--- config.mk ---
export PLATFORM = sky130hd
export DESIGN_NAME = mmu_segment
export DESIGN_NICKNAME = d
export VERILOG_FILES = /design/src/hdl/mmu_pkg.sv /design/src/hdl/seg_if.sv /design/src/hdl/mmu_xlate.sv /design/src/hdl/mmu_segment.sv
export VERILOG_INCLUDE_DIRS = /design/src /design/src/hdl
export SDC_FILE = /design/constraint.sdc
export NUM_CORES = 1
export LEC_CHECK = 0
export BUFFER_PORTS_ARGS = -buffer_cell sky130_fd_sc_hd__buf_2
export CAP_MARGIN = 40
export CORE_UTILIZATION = 58
export CTS_BUF_LIST = sky130_fd_sc_hd__clkbuf_8
export DETAILED_ROUTE_END_ITERATION = 16
export GPL_TIMING_DRIVEN = 0
export PLACE_DENSITY = 0.88
export SETUP_SLACK_MARGIN = 0.2
export SYNTH_ARGS = -nofsm -noshare
export SYNTH_HDL_FRONTEND = slang
export SYNTH_SLANG_ARGS = --single-unit
--- constraint.sdc ---
create_clock -name clock_i -period 3.9 [get_ports clock_i]
set_input_delay 0.195 -clock clock_i [delete_from_list [all_inputs] [get_ports clock_i]]
set_output_delay 0.195 -clock clock_i [all_outputs]
set_load 0.02 [all_outputs]
--- src/hdl/mmu_map.svh ---
// Register locations, field positions and reset values of the segment MMU
`ifndef MMU_MAP_SVH
`define MMU_MAP_SVH

`define MMU_PAGE_NUM        8'h15
`define MMU_DPR_BASE        8'hf0
`define MMU_DPR_RELOC_BASE  8'he0
`define MMU_CSR_OFS         8'hf4
`define MMU_EXTENDED_MODE_REGISTER_TWO_OFS        8'hf6
`define MMU_ISR_OFS         8'hf8
`define MMU_DMA_SEGMENT_OFS       8'hf9
`define MMU_RELOC_BIT       5
`define MMU_SAVE_BIT        6
`define MMU_CSR_RESET       6'h00
`define MMU_SEG_RESET       6'h00
`define MMU_DPR_RESET       8'h00
`define MMU_ADDR_RESET      22'h000000
`define MMU_DEPTH_W         4

`endif

--- src/hdl/mmu_pkg.sv ---
// Types shared by the segment MMU files
package mmu_pkg;
   typedef logic [5:0]  seg_t;
   typedef logic [7:0]  page_t;
   typedef logic [7:0]  byte_t;
   typedef logic [15:0] vaddr_t;
   typedef logic [21:0] paddr_t;
endpackage

--- src/hdl/seg_if.sv ---
// Segment and page state passed from the register block to the translator
`timescale 1ns/1ps
interface seg_if;
   import mmu_pkg::*;
   seg_t  code_seg;
   seg_t  int_seg;
   seg_t  dma_seg;
   page_t data_page [4];
   logic  use_isr;
   modport owner (output code_seg, output int_seg, output dma_seg, output data_page, output use_isr);
   modport user  (input code_seg, input int_seg, input dma_seg, input data_page, input use_isr);
endinterface

--- src/hdl/mmu_xlate.sv ---
// Virtual to physical address translation for fetch, data and DMA
`timescale 1ns/1ps
`include "mmu_map.svh"
module mmu_xlate (
   input  wire logic          clock_i,
   input  wire logic          rstn_i,
   seg_if.user                seg,
   input  wire logic          fetch_req_i,
   input  wire logic          fetch_vector_i,
   input  wire mmu_pkg::vaddr_t fetch_vaddr_i,
   input  wire logic          data_req_i,
   input  wire mmu_pkg::vaddr_t data_vaddr_i,
   input  wire logic          dma_req_i,
   input  wire logic          dma_seg_sel_i,
   input  wire mmu_pkg::vaddr_t dma_vaddr_i,
   output logic               fetch_valid_o,
   output mmu_pkg::paddr_t    fetch_paddr_o,
   output logic               data_valid_o,
   output mmu_pkg::paddr_t    data_paddr_o,
   output logic               dma_valid_o,
   output mmu_pkg::paddr_t    dma_paddr_o
);
   import mmu_pkg::*;

   ////////////////////////////////////////////////////////////////////////////
   // Program fetch
   always_ff @(posedge clock_i) begin
      if (!rstn_i) begin
         fetch_valid_o <= 1'b0;
         fetch_paddr_o <= `MMU_ADDR_RESET;
      end else begin
         fetch_valid_o <= fetch_req_i;
         if (fetch_req_i) begin
            if (fetch_vector_i || seg.use_isr) begin
               fetch_paddr_o <= {seg.int_seg, fetch_vaddr_i};
            end else begin
               fetch_paddr_o <= {seg.code_seg, fetch_vaddr_i};
            end
         end
      end
   end

   ////////////////////////////////////////////////////////////////////////////
   // Data paging
   always_ff @(posedge clock_i) begin
      if (!rstn_i) begin
         data_valid_o <= 1'b0;
         data_paddr_o <= `MMU_ADDR_RESET;
      end else begin
         data_valid_o <= data_req_i;
         if (data_req_i) begin
            data_paddr_o <= {seg.data_page[data_vaddr_i[15:14]], data_vaddr_i[13:0]};
         end
      end
   end

   ////////////////////////////////////////////////////////////////////////////
   // DMA segment
   always_ff @(posedge clock_i) begin
      if (!rstn_i) begin
         dma_valid_o <= 1'b0;
         dma_paddr_o <= `MMU_ADDR_RESET;
      end else begin
         dma_valid_o <= dma_req_i;
         if (dma_req_i) begin
            dma_paddr_o <= {dma_seg_sel_i ? seg.dma_seg : seg.int_seg, dma_vaddr_i};
         end
      end
   end

   ////////////////////////////////////////////////////////////////////////////
   // Checks
   fetch_code_a : assert property (@(posedge clock_i) disable iff (!rstn_i)
      fetch_req_i && !fetch_vector_i && !seg.use_isr |=>
      fetch_valid_o && fetch_paddr_o == {$past(seg.code_seg), $past(fetch_vaddr_i)})
      else $error("fetch address not formed from code segment");
   fetch_vector_a : assert property (@(posedge clock_i) disable iff (!rstn_i)
      fetch_req_i && (fetch_vector_i || seg.use_isr) |=> fetch_paddr_o[21:16] == $past(seg.int_seg))
      else $error("vector or handler fetch not in interrupt segment");
   data_page_a : assert property (@(posedge clock_i) disable iff (!rstn_i)
      data_req_i |=> data_valid_o && data_paddr_o[13:0] == $past(data_vaddr_i[13:0])
      && data_paddr_o[21:14] == $past(seg.data_page[data_vaddr_i[15:14]]))
      else $error("data page translation wrong");
   dma_isr_a : assert property (@(posedge clock_i) disable iff (!rstn_i)
      dma_req_i && !dma_seg_sel_i |=> dma_paddr_o[21:16] == $past(seg.int_seg))
      else $error("dma did not use interrupt segment");
   dma_dmaseg_a : assert property (@(posedge clock_i) disable iff (!rstn_i)
      dma_req_i && dma_seg_sel_i |=> dma_paddr_o == {$past(seg.dma_seg), $past(dma_vaddr_i)})
      else $error("dma did not use dma segment");
endmodule

--- src/hdl/mmu_segment.sv ---
// Segment MMU: segment and page registers, interrupt segment handling
`timescale 1ns/1ps
`include "mmu_map.svh"
module mmu_segment (
   input  wire logic            clock_i,
   input  wire logic            rstn_i,
   input  wire logic            reg_wr_i,
   input  wire logic            reg_rd_i,
   input  wire mmu_pkg::byte_t  reg_page_i,
   input  wire mmu_pkg::byte_t  reg_addr_i,
   input  wire mmu_pkg::byte_t  reg_wdata_i,
   output mmu_pkg::byte_t       reg_rdata_o,
   output logic                 reg_hit_o,
   output logic                 port_hit_o,
   input  wire logic            int_entry_i,
   input  wire logic            int_return_i,
   input  wire mmu_pkg::seg_t   pop_seg_i,
   input  wire logic            far_load_i,
   input  wire mmu_pkg::seg_t   far_seg_i,
   output logic                 seg_push_o,
   output mmu_pkg::seg_t        seg_push_data_o,
   output logic                 isr_active_o,
   input  wire logic            fetch_req_i,
   input  wire logic            fetch_vector_i,
   input  wire mmu_pkg::vaddr_t fetch_vaddr_i,
   input  wire logic            data_req_i,
   input  wire mmu_pkg::vaddr_t data_vaddr_i,
   input  wire logic            dma_req_i,
   input  wire logic            dma_seg_sel_i,
   input  wire mmu_pkg::vaddr_t dma_vaddr_i,
   output logic                 fetch_valid_o,
   output mmu_pkg::paddr_t      fetch_paddr_o,
   output logic                 data_valid_o,
   output mmu_pkg::paddr_t      data_paddr_o,
   output logic                 dma_valid_o,
   output mmu_pkg::paddr_t      dma_paddr_o
);
   import mmu_pkg::*;

   seg_if seg ();

   seg_t                    code_seg_q;
   seg_t                    int_seg_q;
   seg_t                    dma_seg_q;
   page_t                   data_page_q [4];
   logic                    reloc_q;
   logic                    save_en_q;
   logic                    save_en_d;
   logic [`MMU_DEPTH_W-1:0] depth_q;
   logic [`MMU_DEPTH_W-1:0] depth_d;
   logic                    use_isr_q;
   logic                    access;
   logic                    in_page21;
   logic                    group_e;
   logic                    group_f;
   logic                    sel_dpr;
   logic                    sel_port;
   logic                    sel_csr;
   logic                    sel_extended_mode_register_two;
   logic                    sel_isr;
   logic                    sel_dma;
   byte_t                   rdata;

   ////////////////////////////////////////////////////////////////////////////
   // Register decode
   always_comb begin
      access    = reg_wr_i || reg_rd_i;
      in_page21 = reg_page_i == `MMU_PAGE_NUM;
      group_e   = {reg_addr_i[7:2], 2'b00} == `MMU_DPR_RELOC_BASE;
      group_f   = in_page21 && ({reg_addr_i[7:2], 2'b00} == `MMU_DPR_BASE);
      sel_dpr   = reloc_q ? group_e : group_f;
      sel_port  = reloc_q ? group_f : group_e;
      sel_csr   = in_page21 && reg_addr_i == `MMU_CSR_OFS;
      sel_extended_mode_register_two  = in_page21 && reg_addr_i == `MMU_EXTENDED_MODE_REGISTER_TWO_OFS;
      sel_isr   = in_page21 && reg_addr_i == `MMU_ISR_OFS;
      sel_dma   = in_page21 && reg_addr_i == `MMU_DMA_SEGMENT_OFS;
   end

   always_comb begin
      rdata = 8'h00;
      if (sel_dpr) begin
         rdata = data_page_q[reg_addr_i[1:0]];
      end else if (sel_csr) begin
         rdata = {2'b00, code_seg_q};
      end else if (sel_extended_mode_register_two) begin
         rdata[`MMU_RELOC_BIT] = reloc_q;
         rdata[`MMU_SAVE_BIT]  = save_en_q;
      end else if (sel_isr) begin
         rdata = {2'b00, int_seg_q};
      end else if (sel_dma) begin
         rdata = {2'b00, dma_seg_q};
      end
   end

   ////////////////////////////////////////////////////////////////////////////
   // Read port
   always_ff @(posedge clock_i) begin
      if (!rstn_i) begin
         reg_rdata_o <= 8'h00;
         reg_hit_o   <= 1'b0;
         port_hit_o  <= 1'b0;
      end else begin
         if (reg_rd_i) begin
            reg_rdata_o <= rdata;
         end
         reg_hit_o  <= access && (sel_dpr || sel_csr || sel_extended_mode_register_two || sel_isr || sel_dma);
         port_hit_o <= access && sel_port;
      end
   end

   ////////////////////////////////////////////////////////////////////////////
   // Extended mode bits
   always_comb begin
      save_en_d = save_en_q;
      if (reg_wr_i && sel_extended_mode_register_two) begin
         save_en_d = reg_wdata_i[`MMU_SAVE_BIT];
      end
   end

   always_ff @(posedge clock_i) begin
      if (!rstn_i) begin
         reloc_q   <= 1'b0;
         save_en_q <= 1'b0;
      end else begin
         save_en_q <= save_en_d;
         if (reg_wr_i && sel_extended_mode_register_two) begin
            reloc_q <= reg_wdata_i[`MMU_RELOC_BIT];
         end
      end
   end

   ////////////////////////////////////////////////////////////////////////////
   // Segment registers
   always_ff @(posedge clock_i) begin
      if (!rstn_i) begin
         int_seg_q <= `MMU_SEG_RESET;
         dma_seg_q <= `MMU_SEG_RESET;
      end else begin
         if (reg_wr_i && sel_isr) begin
            int_seg_q <= reg_wdata_i[5:0];
         end
         if (reg_wr_i && sel_dma) begin
            dma_seg_q <= reg_wdata_i[5:0];
         end
      end
   end

   always_ff @(posedge clock_i) begin
      if (!rstn_i) begin
         code_seg_q <= `MMU_CSR_RESET;
      end else if (int_entry_i && save_en_q) begin
         code_seg_q <= int_seg_q;
      end else if (int_return_i && save_en_q) begin
         code_seg_q <= pop_seg_i;
      end else if (far_load_i) begin
         code_seg_q <= far_seg_i;
      end else if (reg_wr_i && sel_csr) begin
         code_seg_q <= reg_wdata_i[5:0];
      end
   end

   generate
      for (genvar i = 0; i < 4; i++) begin : g_page
         always_ff @(posedge clock_i) begin
            if (!rstn_i) begin
               data_page_q[i] <= `MMU_DPR_RESET;
            end else if (reg_wr_i && sel_dpr && reg_addr_i[1:0] == 2'(i)) begin
               data_page_q[i] <= reg_wdata_i;
            end
         end
      end
   endgenerate

   ////////////////////////////////////////////////////////////////////////////
   // Interrupt nesting and stack push
   always_comb begin
      depth_d = depth_q;
      if (int_entry_i && !int_return_i && depth_q != '1) begin
         depth_d = depth_q + 1'b1;
      end else if (int_return_i && !int_entry_i && depth_q != '0) begin
         depth_d = depth_q - 1'b1;
      end
   end

   always_ff @(posedge clock_i) begin
      if (!rstn_i) begin
         depth_q      <= '0;
         use_isr_q    <= 1'b0;
         isr_active_o <= 1'b0;
      end else begin
         depth_q      <= depth_d;
         use_isr_q    <= depth_d != '0 && !save_en_d;
         isr_active_o <= depth_d != '0;
      end
   end

   always_ff @(posedge clock_i) begin
      if (!rstn_i) begin
         seg_push_o      <= 1'b0;
         seg_push_data_o <= `MMU_SEG_RESET;
      end else begin
         seg_push_o      <= int_entry_i && save_en_q;
         seg_push_data_o <= code_seg_q;
      end
   end

   ////////////////////////////////////////////////////////////////////////////
   // Translator
   assign seg.code_seg  = code_seg_q;
   assign seg.int_seg   = int_seg_q;
   assign seg.dma_seg   = dma_seg_q;
   assign seg.data_page = data_page_q;
   assign seg.use_isr   = use_isr_q;

   mmu_xlate u_xlate (
      .clock_i        (clock_i),
      .rstn_i         (rstn_i),
      .seg            (seg.user),
      .fetch_req_i    (fetch_req_i),
      .fetch_vector_i (fetch_vector_i),
      .fetch_vaddr_i  (fetch_vaddr_i),
      .data_req_i     (data_req_i),
      .data_vaddr_i   (data_vaddr_i),
      .dma_req_i      (dma_req_i),
      .dma_seg_sel_i  (dma_seg_sel_i),
      .dma_vaddr_i    (dma_vaddr_i),
      .fetch_valid_o  (fetch_valid_o),
      .fetch_paddr_o  (fetch_paddr_o),
      .data_valid_o   (data_valid_o),
      .data_paddr_o   (data_paddr_o),
      .dma_valid_o    (dma_valid_o),
      .dma_paddr_o    (dma_paddr_o)
   );

   ////////////////////////////////////////////////////////////////////////////
   // Checks
   save_default_a : assert property (@(posedge clock_i) disable iff (!rstn_i)
      !$past(rstn_i) |-> !save_en_q && !use_isr_q)
      else $error("save enable not clear after reset");
   entry_push_a : assert property (@(posedge clock_i) disable iff (!rstn_i)
      int_entry_i && save_en_q |=> seg_push_o && seg_push_data_o == $past(code_seg_q)
      && code_seg_q == $past(int_seg_q))
      else $error("entry did not push and reload code segment");
   compat_entry_a : assert property (@(posedge clock_i) disable iff (!rstn_i)
      int_entry_i && !int_return_i && !save_en_q && !(reg_wr_i && sel_extended_mode_register_two) |=> !seg_push_o && use_isr_q)
      else $error("compatible entry pushed segment or left code segment in use");
   iret_restore_a : assert property (@(posedge clock_i) disable iff (!rstn_i)
      int_return_i && save_en_q && !int_entry_i |=> code_seg_q == $past(pop_seg_i))
      else $error("return did not restore code segment");
   far_load_a : assert property (@(posedge clock_i) disable iff (!rstn_i)
      far_load_i && !(save_en_q && (int_entry_i || int_return_i)) |=> code_seg_q == $past(far_seg_i))
      else $error("far transfer did not load code segment");
   far_in_isr_a : assert property (@(posedge clock_i) disable iff (!rstn_i)
      use_isr_q && far_load_i && !int_return_i ##[1:2] fetch_req_i && !fetch_vector_i && use_isr_q
      |=> fetch_paddr_o[21:16] == $past(int_seg_q))
      else $error("far transfer in compatible handler moved the fetch");
   reloc_swap_a : assert property (@(posedge clock_i) disable iff (!rstn_i)
      reg_rd_i && reloc_q && group_e |=> reg_hit_o && !port_hit_o
      && reg_rdata_o == $past(data_page_q[reg_addr_i[1:0]]))
      else $error("relocated page register not found in group E");
   reserved_zero_a : assert property (@(posedge clock_i) disable iff (!rstn_i)
      reg_rd_i && (sel_csr || sel_isr || sel_dma) |=> reg_rdata_o[7:6] == 2'b00)
      else $error("reserved segment bits read non-zero");
endmodule

==> key figures <==
STA
  – Pins over their slew limit: 0
  – Fmax: 450.0 MHz
  – Fin Setup TNS: 0 ns
  – Final Cycle Share: 0.5698
  – Final hold violation count: 0
  – RSZ-0062 raised after global routing: false
  – Slew at the pin closest to its max-slew limit: 0.8269 ns
  – Setup violators final: 0
  – Slew HR: 0.4445
  – Final Critical Period: 2.222 ns
  – Clock skew: 0.01103 ns

CTS
  – Clock latency on the worst-skew pair: 0.45 ns
  – Clock Sinks: 144
  – CTS tree: done
  – H-tree depth: 4
  – Post-CTS sizing: 0
  – Num CTS Buffers: 17
  – Clk buf depth: 2
  – Worst-path clk slew: 0.08 ns
  – Clk root buf: clkbuf_8
  – Post-CTS setup buffer count: 0

Synthesis
  – Top_reg_cell synth: dfxtp_1
  – Main area contributors after synthesis: dfxtp_1 46%, mux2i_1 18%, mux4_2 5.7%
  – Post-synth EDFFs: 0
  – Synth area leader: dfxtp_1
  – Yosys warns: 0
  – Post-Synthesis Cell Area: 6275 sq um
  – Synthesized area per cell: 10.02 sq um
  – Sequential area share after synthesis: 0.4594
  – Syn Nets: 724
  – Post-synthesis async set-or-reset flop share: 0
  – Post-synth top area share: 0.4594
  – Synth cell types: 54
  – Post-synthesis register bit count: 144
  – Cells after Synth: 626

Floorplanning
  – Core Box Area: 10,420 sq um
  – Number of I/O pins: 183
  – Number of cell rows: 37
  – Die Area: 11,240 sq um
  – Starting Density: 0.6024
  – Die X: 106.0 microns
  – Die Y: 106.0 microns

Job
  – Max Cap Viol: 0

GRT
  – Pin count of the biggest net entering global routing: 17
  – Vias in the first global route: 5,802
  – GRT Overall Usage: 0.3293
  – First-pass GRT wire length: 28.37 mm
  – Initial antenna violation count: 0
  – Grt total ovfl: 0

Route
  – Iter 0 DRT Violations: 737
  – WL final: 18.34 mm
  – Final antenna-violating net count: 0
  – Residual DRC: 0
  – WL/cell: 18.41 microns
  – Vias: 5,815
  – First-pass DRT Iterations: 6
  – Routed vias/inst: 5.838

Finish
  – Fillers: 689
  – Layout Nets: 945
  – Antenna fix cells: 0
  – Area Growth Syn to Fin: 28.51%
  – Share of layout cells above drive strength 1: 0.2849
  – Multi-input gate area: 3156 sq um
  – Register area: 2883 sq um
  – Final Util: 0.7742

Placement
  – Final HPWL DP: 12.80 mm
  – Routability congestion estimate: 0.9151
  – Input/output buffers: 173

Outcome
  – Status: completed

Critical path
  – Setup slack, reg-to-reg: 1.86 ns
  – CP arrival: 2.56 ns
  – FF-to-FF path depth: 7
  – Critical Path RT: 4.24 ns
  – Crit end category: flip-flop
  – CP startpoint kind: input pin
  – Worst setup path category: in2reg
  – Crit Path Max Fanout: 10

Min path
  – Hold Path Depth: 3
  – Hold WC Path Type: in2reg

Power
  – Worst VDD drop: 0.0002465 V
  – Pwr/cell area: 414.3 nW/um^2
  – Leakage power: 0.004026 uW
metal layers:
metal | global-route usage | routed length (microns) | share of wire | vias to the layer above
li1 | - | - | - | 2659
met1 | 0.3637 | 6951 | 0.38 | 2753
met2 | 0.5822 | 9278 | 0.51 | 338
met3 | 0.08645 | 1465 | 0.080 | 65
met4 | 0.1677 | 643 | 0.035 | 0
met5 | 0 | 0 | 0 | -
report_power, final:
| part | switching, uW | internal (uW) | leakage (uW) |
|---|---|---|---|
| combinational | 247 | 171 | 0.00263 |
| clock | 584 | 777 | 0.000222 |
| sequential | 37.6 | 1520 | 0.00118 |
worst max-delay path: stages:
cell and delay [ns]:
dlygate4sd3_1 0.53, buf_2 0.15, nand2b_1 0.17, nor3_1 0.65
a311o_1 0.29, buf_2 0.22, mux2_2 0.36
path summary, 6_finish.rpt:
check                                startpoint                       to
worst max-delay path              reg_addr_i[3]            code_seg_q[0]
worst min-delay path            data_vaddr_i[9]  u_xlate.data_paddr_o[9]
worst max register to register       depth_q[0]              seg.use_isr
worst min register to register  data_page_q[31]          data_page_q[31]
per-stage QoR:
| stage | total power, uW | setup slack, ns | cells | cell area [sq um] | hold WS (ns) |
|---|---|---|---|---|---|
| after floorplan | 1825 | 2.142 | 626 | 6275 | 0.2731 |
| after global placement | 1960 | 1.924 | 935 | 7311 | 0.4188 |
| after detailed placement | 1979 | 1.819 | 935 | 7311 | 0.4209 |
| after CTS | 3323 | 1.804 | 996 | 8064 | 0.002673 |
| after global routing | 3450 | 1.648 | 996 | 8064 | 0.005237 |
| final | 3341 | 1.678 | 996 | 8064 | 0.01060 |
state kept, by name, summed over array words and instances, names as in the netlist:
signal	flops
isr_active_o	1
reg_hit_o	1
seg.use_isr	1
u_xlate.dma_paddr_o	22
seg_push_o	1
seg_push_data_o	6
depth_q	4
u_xlate.fetch_valid_o	1
u_xlate.data_paddr_o	22
u_xlate.fetch_paddr_o	22
port_hit_o	1
dma_seg_q	6
save_en_q	1
code_seg_q	6
int_seg_q	6
reg_rdata_o	8
data_page_q	32
u_xlate.dma_valid_o	1
u_xlate.data_valid_o	1
reloc_q	1
cells by family (layout without fill, tap and decap cells):
family                   after synthesis  in the layout  share of synthesized area
multiplexers                         137            137                     0.2520
AO/OA/AOI/OAI                         79             79                    0.08873
buffers and inverters                 55            289                    0.03768
flip-flops                           144            144                     0.4594
AND/OR/NAND/NOR                      209            209                     0.1581
adder cells (fa/ha/maj)                2              2                   0.003987
layout by cell type (no fill, tap or decap), types with 3 or more instances in the layout:
cell / n
buf_2: 176
dfxtp_1: 144
mux2i_1: 113
nor2_1: 81
nand2_1: 74
clkbuf_1: 31
dlygate4sd3_1: 29
o21ai_0: 25
clkbuf_8: 18
mux4_2: 16
inv_1: 13
nand3_1: 11
and2_1: 10
mux2_2: 8
a2bb2oi_1: 8
a31oi_1: 7
a311oi_1: 6
a21oi_1: 6
a22o_1: 5
o211a_1: 5
bufinv_16: 5
buf_1: 4
nor3_1: 4
nor2b_1: 4
and3_1: 4
clkinvlp_4: 4
nand2b_1: 3
a221oi_1: 3
buf_6: 3
clkinv_4: 3
synthesized netlist by cell type, drive strengths merged (7+ instances only):
library cell  instances
mux4                 16
and2                 10
dfxtp               144
a31oi                 7
o21ai                25
mux2                  8
clkbuf               32
nand3                12
inv                  12
buf                  10
a2bb2oi               8
nand2                74
mux2i               113
nor2                 81
layout make-up:
type	instances	share of cell area
buffer	42	0.02327
clock buffer	18	0.03072
clock inverter	14	0.02669
inverter	13	0.006051
multi-input combinational	427	0.3913
sequential	144	0.3575
tap	136	0.02110
timing repair buffer	202	0.1434
timing repair:
item,4_1_cts,5_1_grt
hold endpoints to repair,28,0
endpoints found under the setup margin,0,0
hold buffers,29,0
Power figures use the tool's default switching activity.
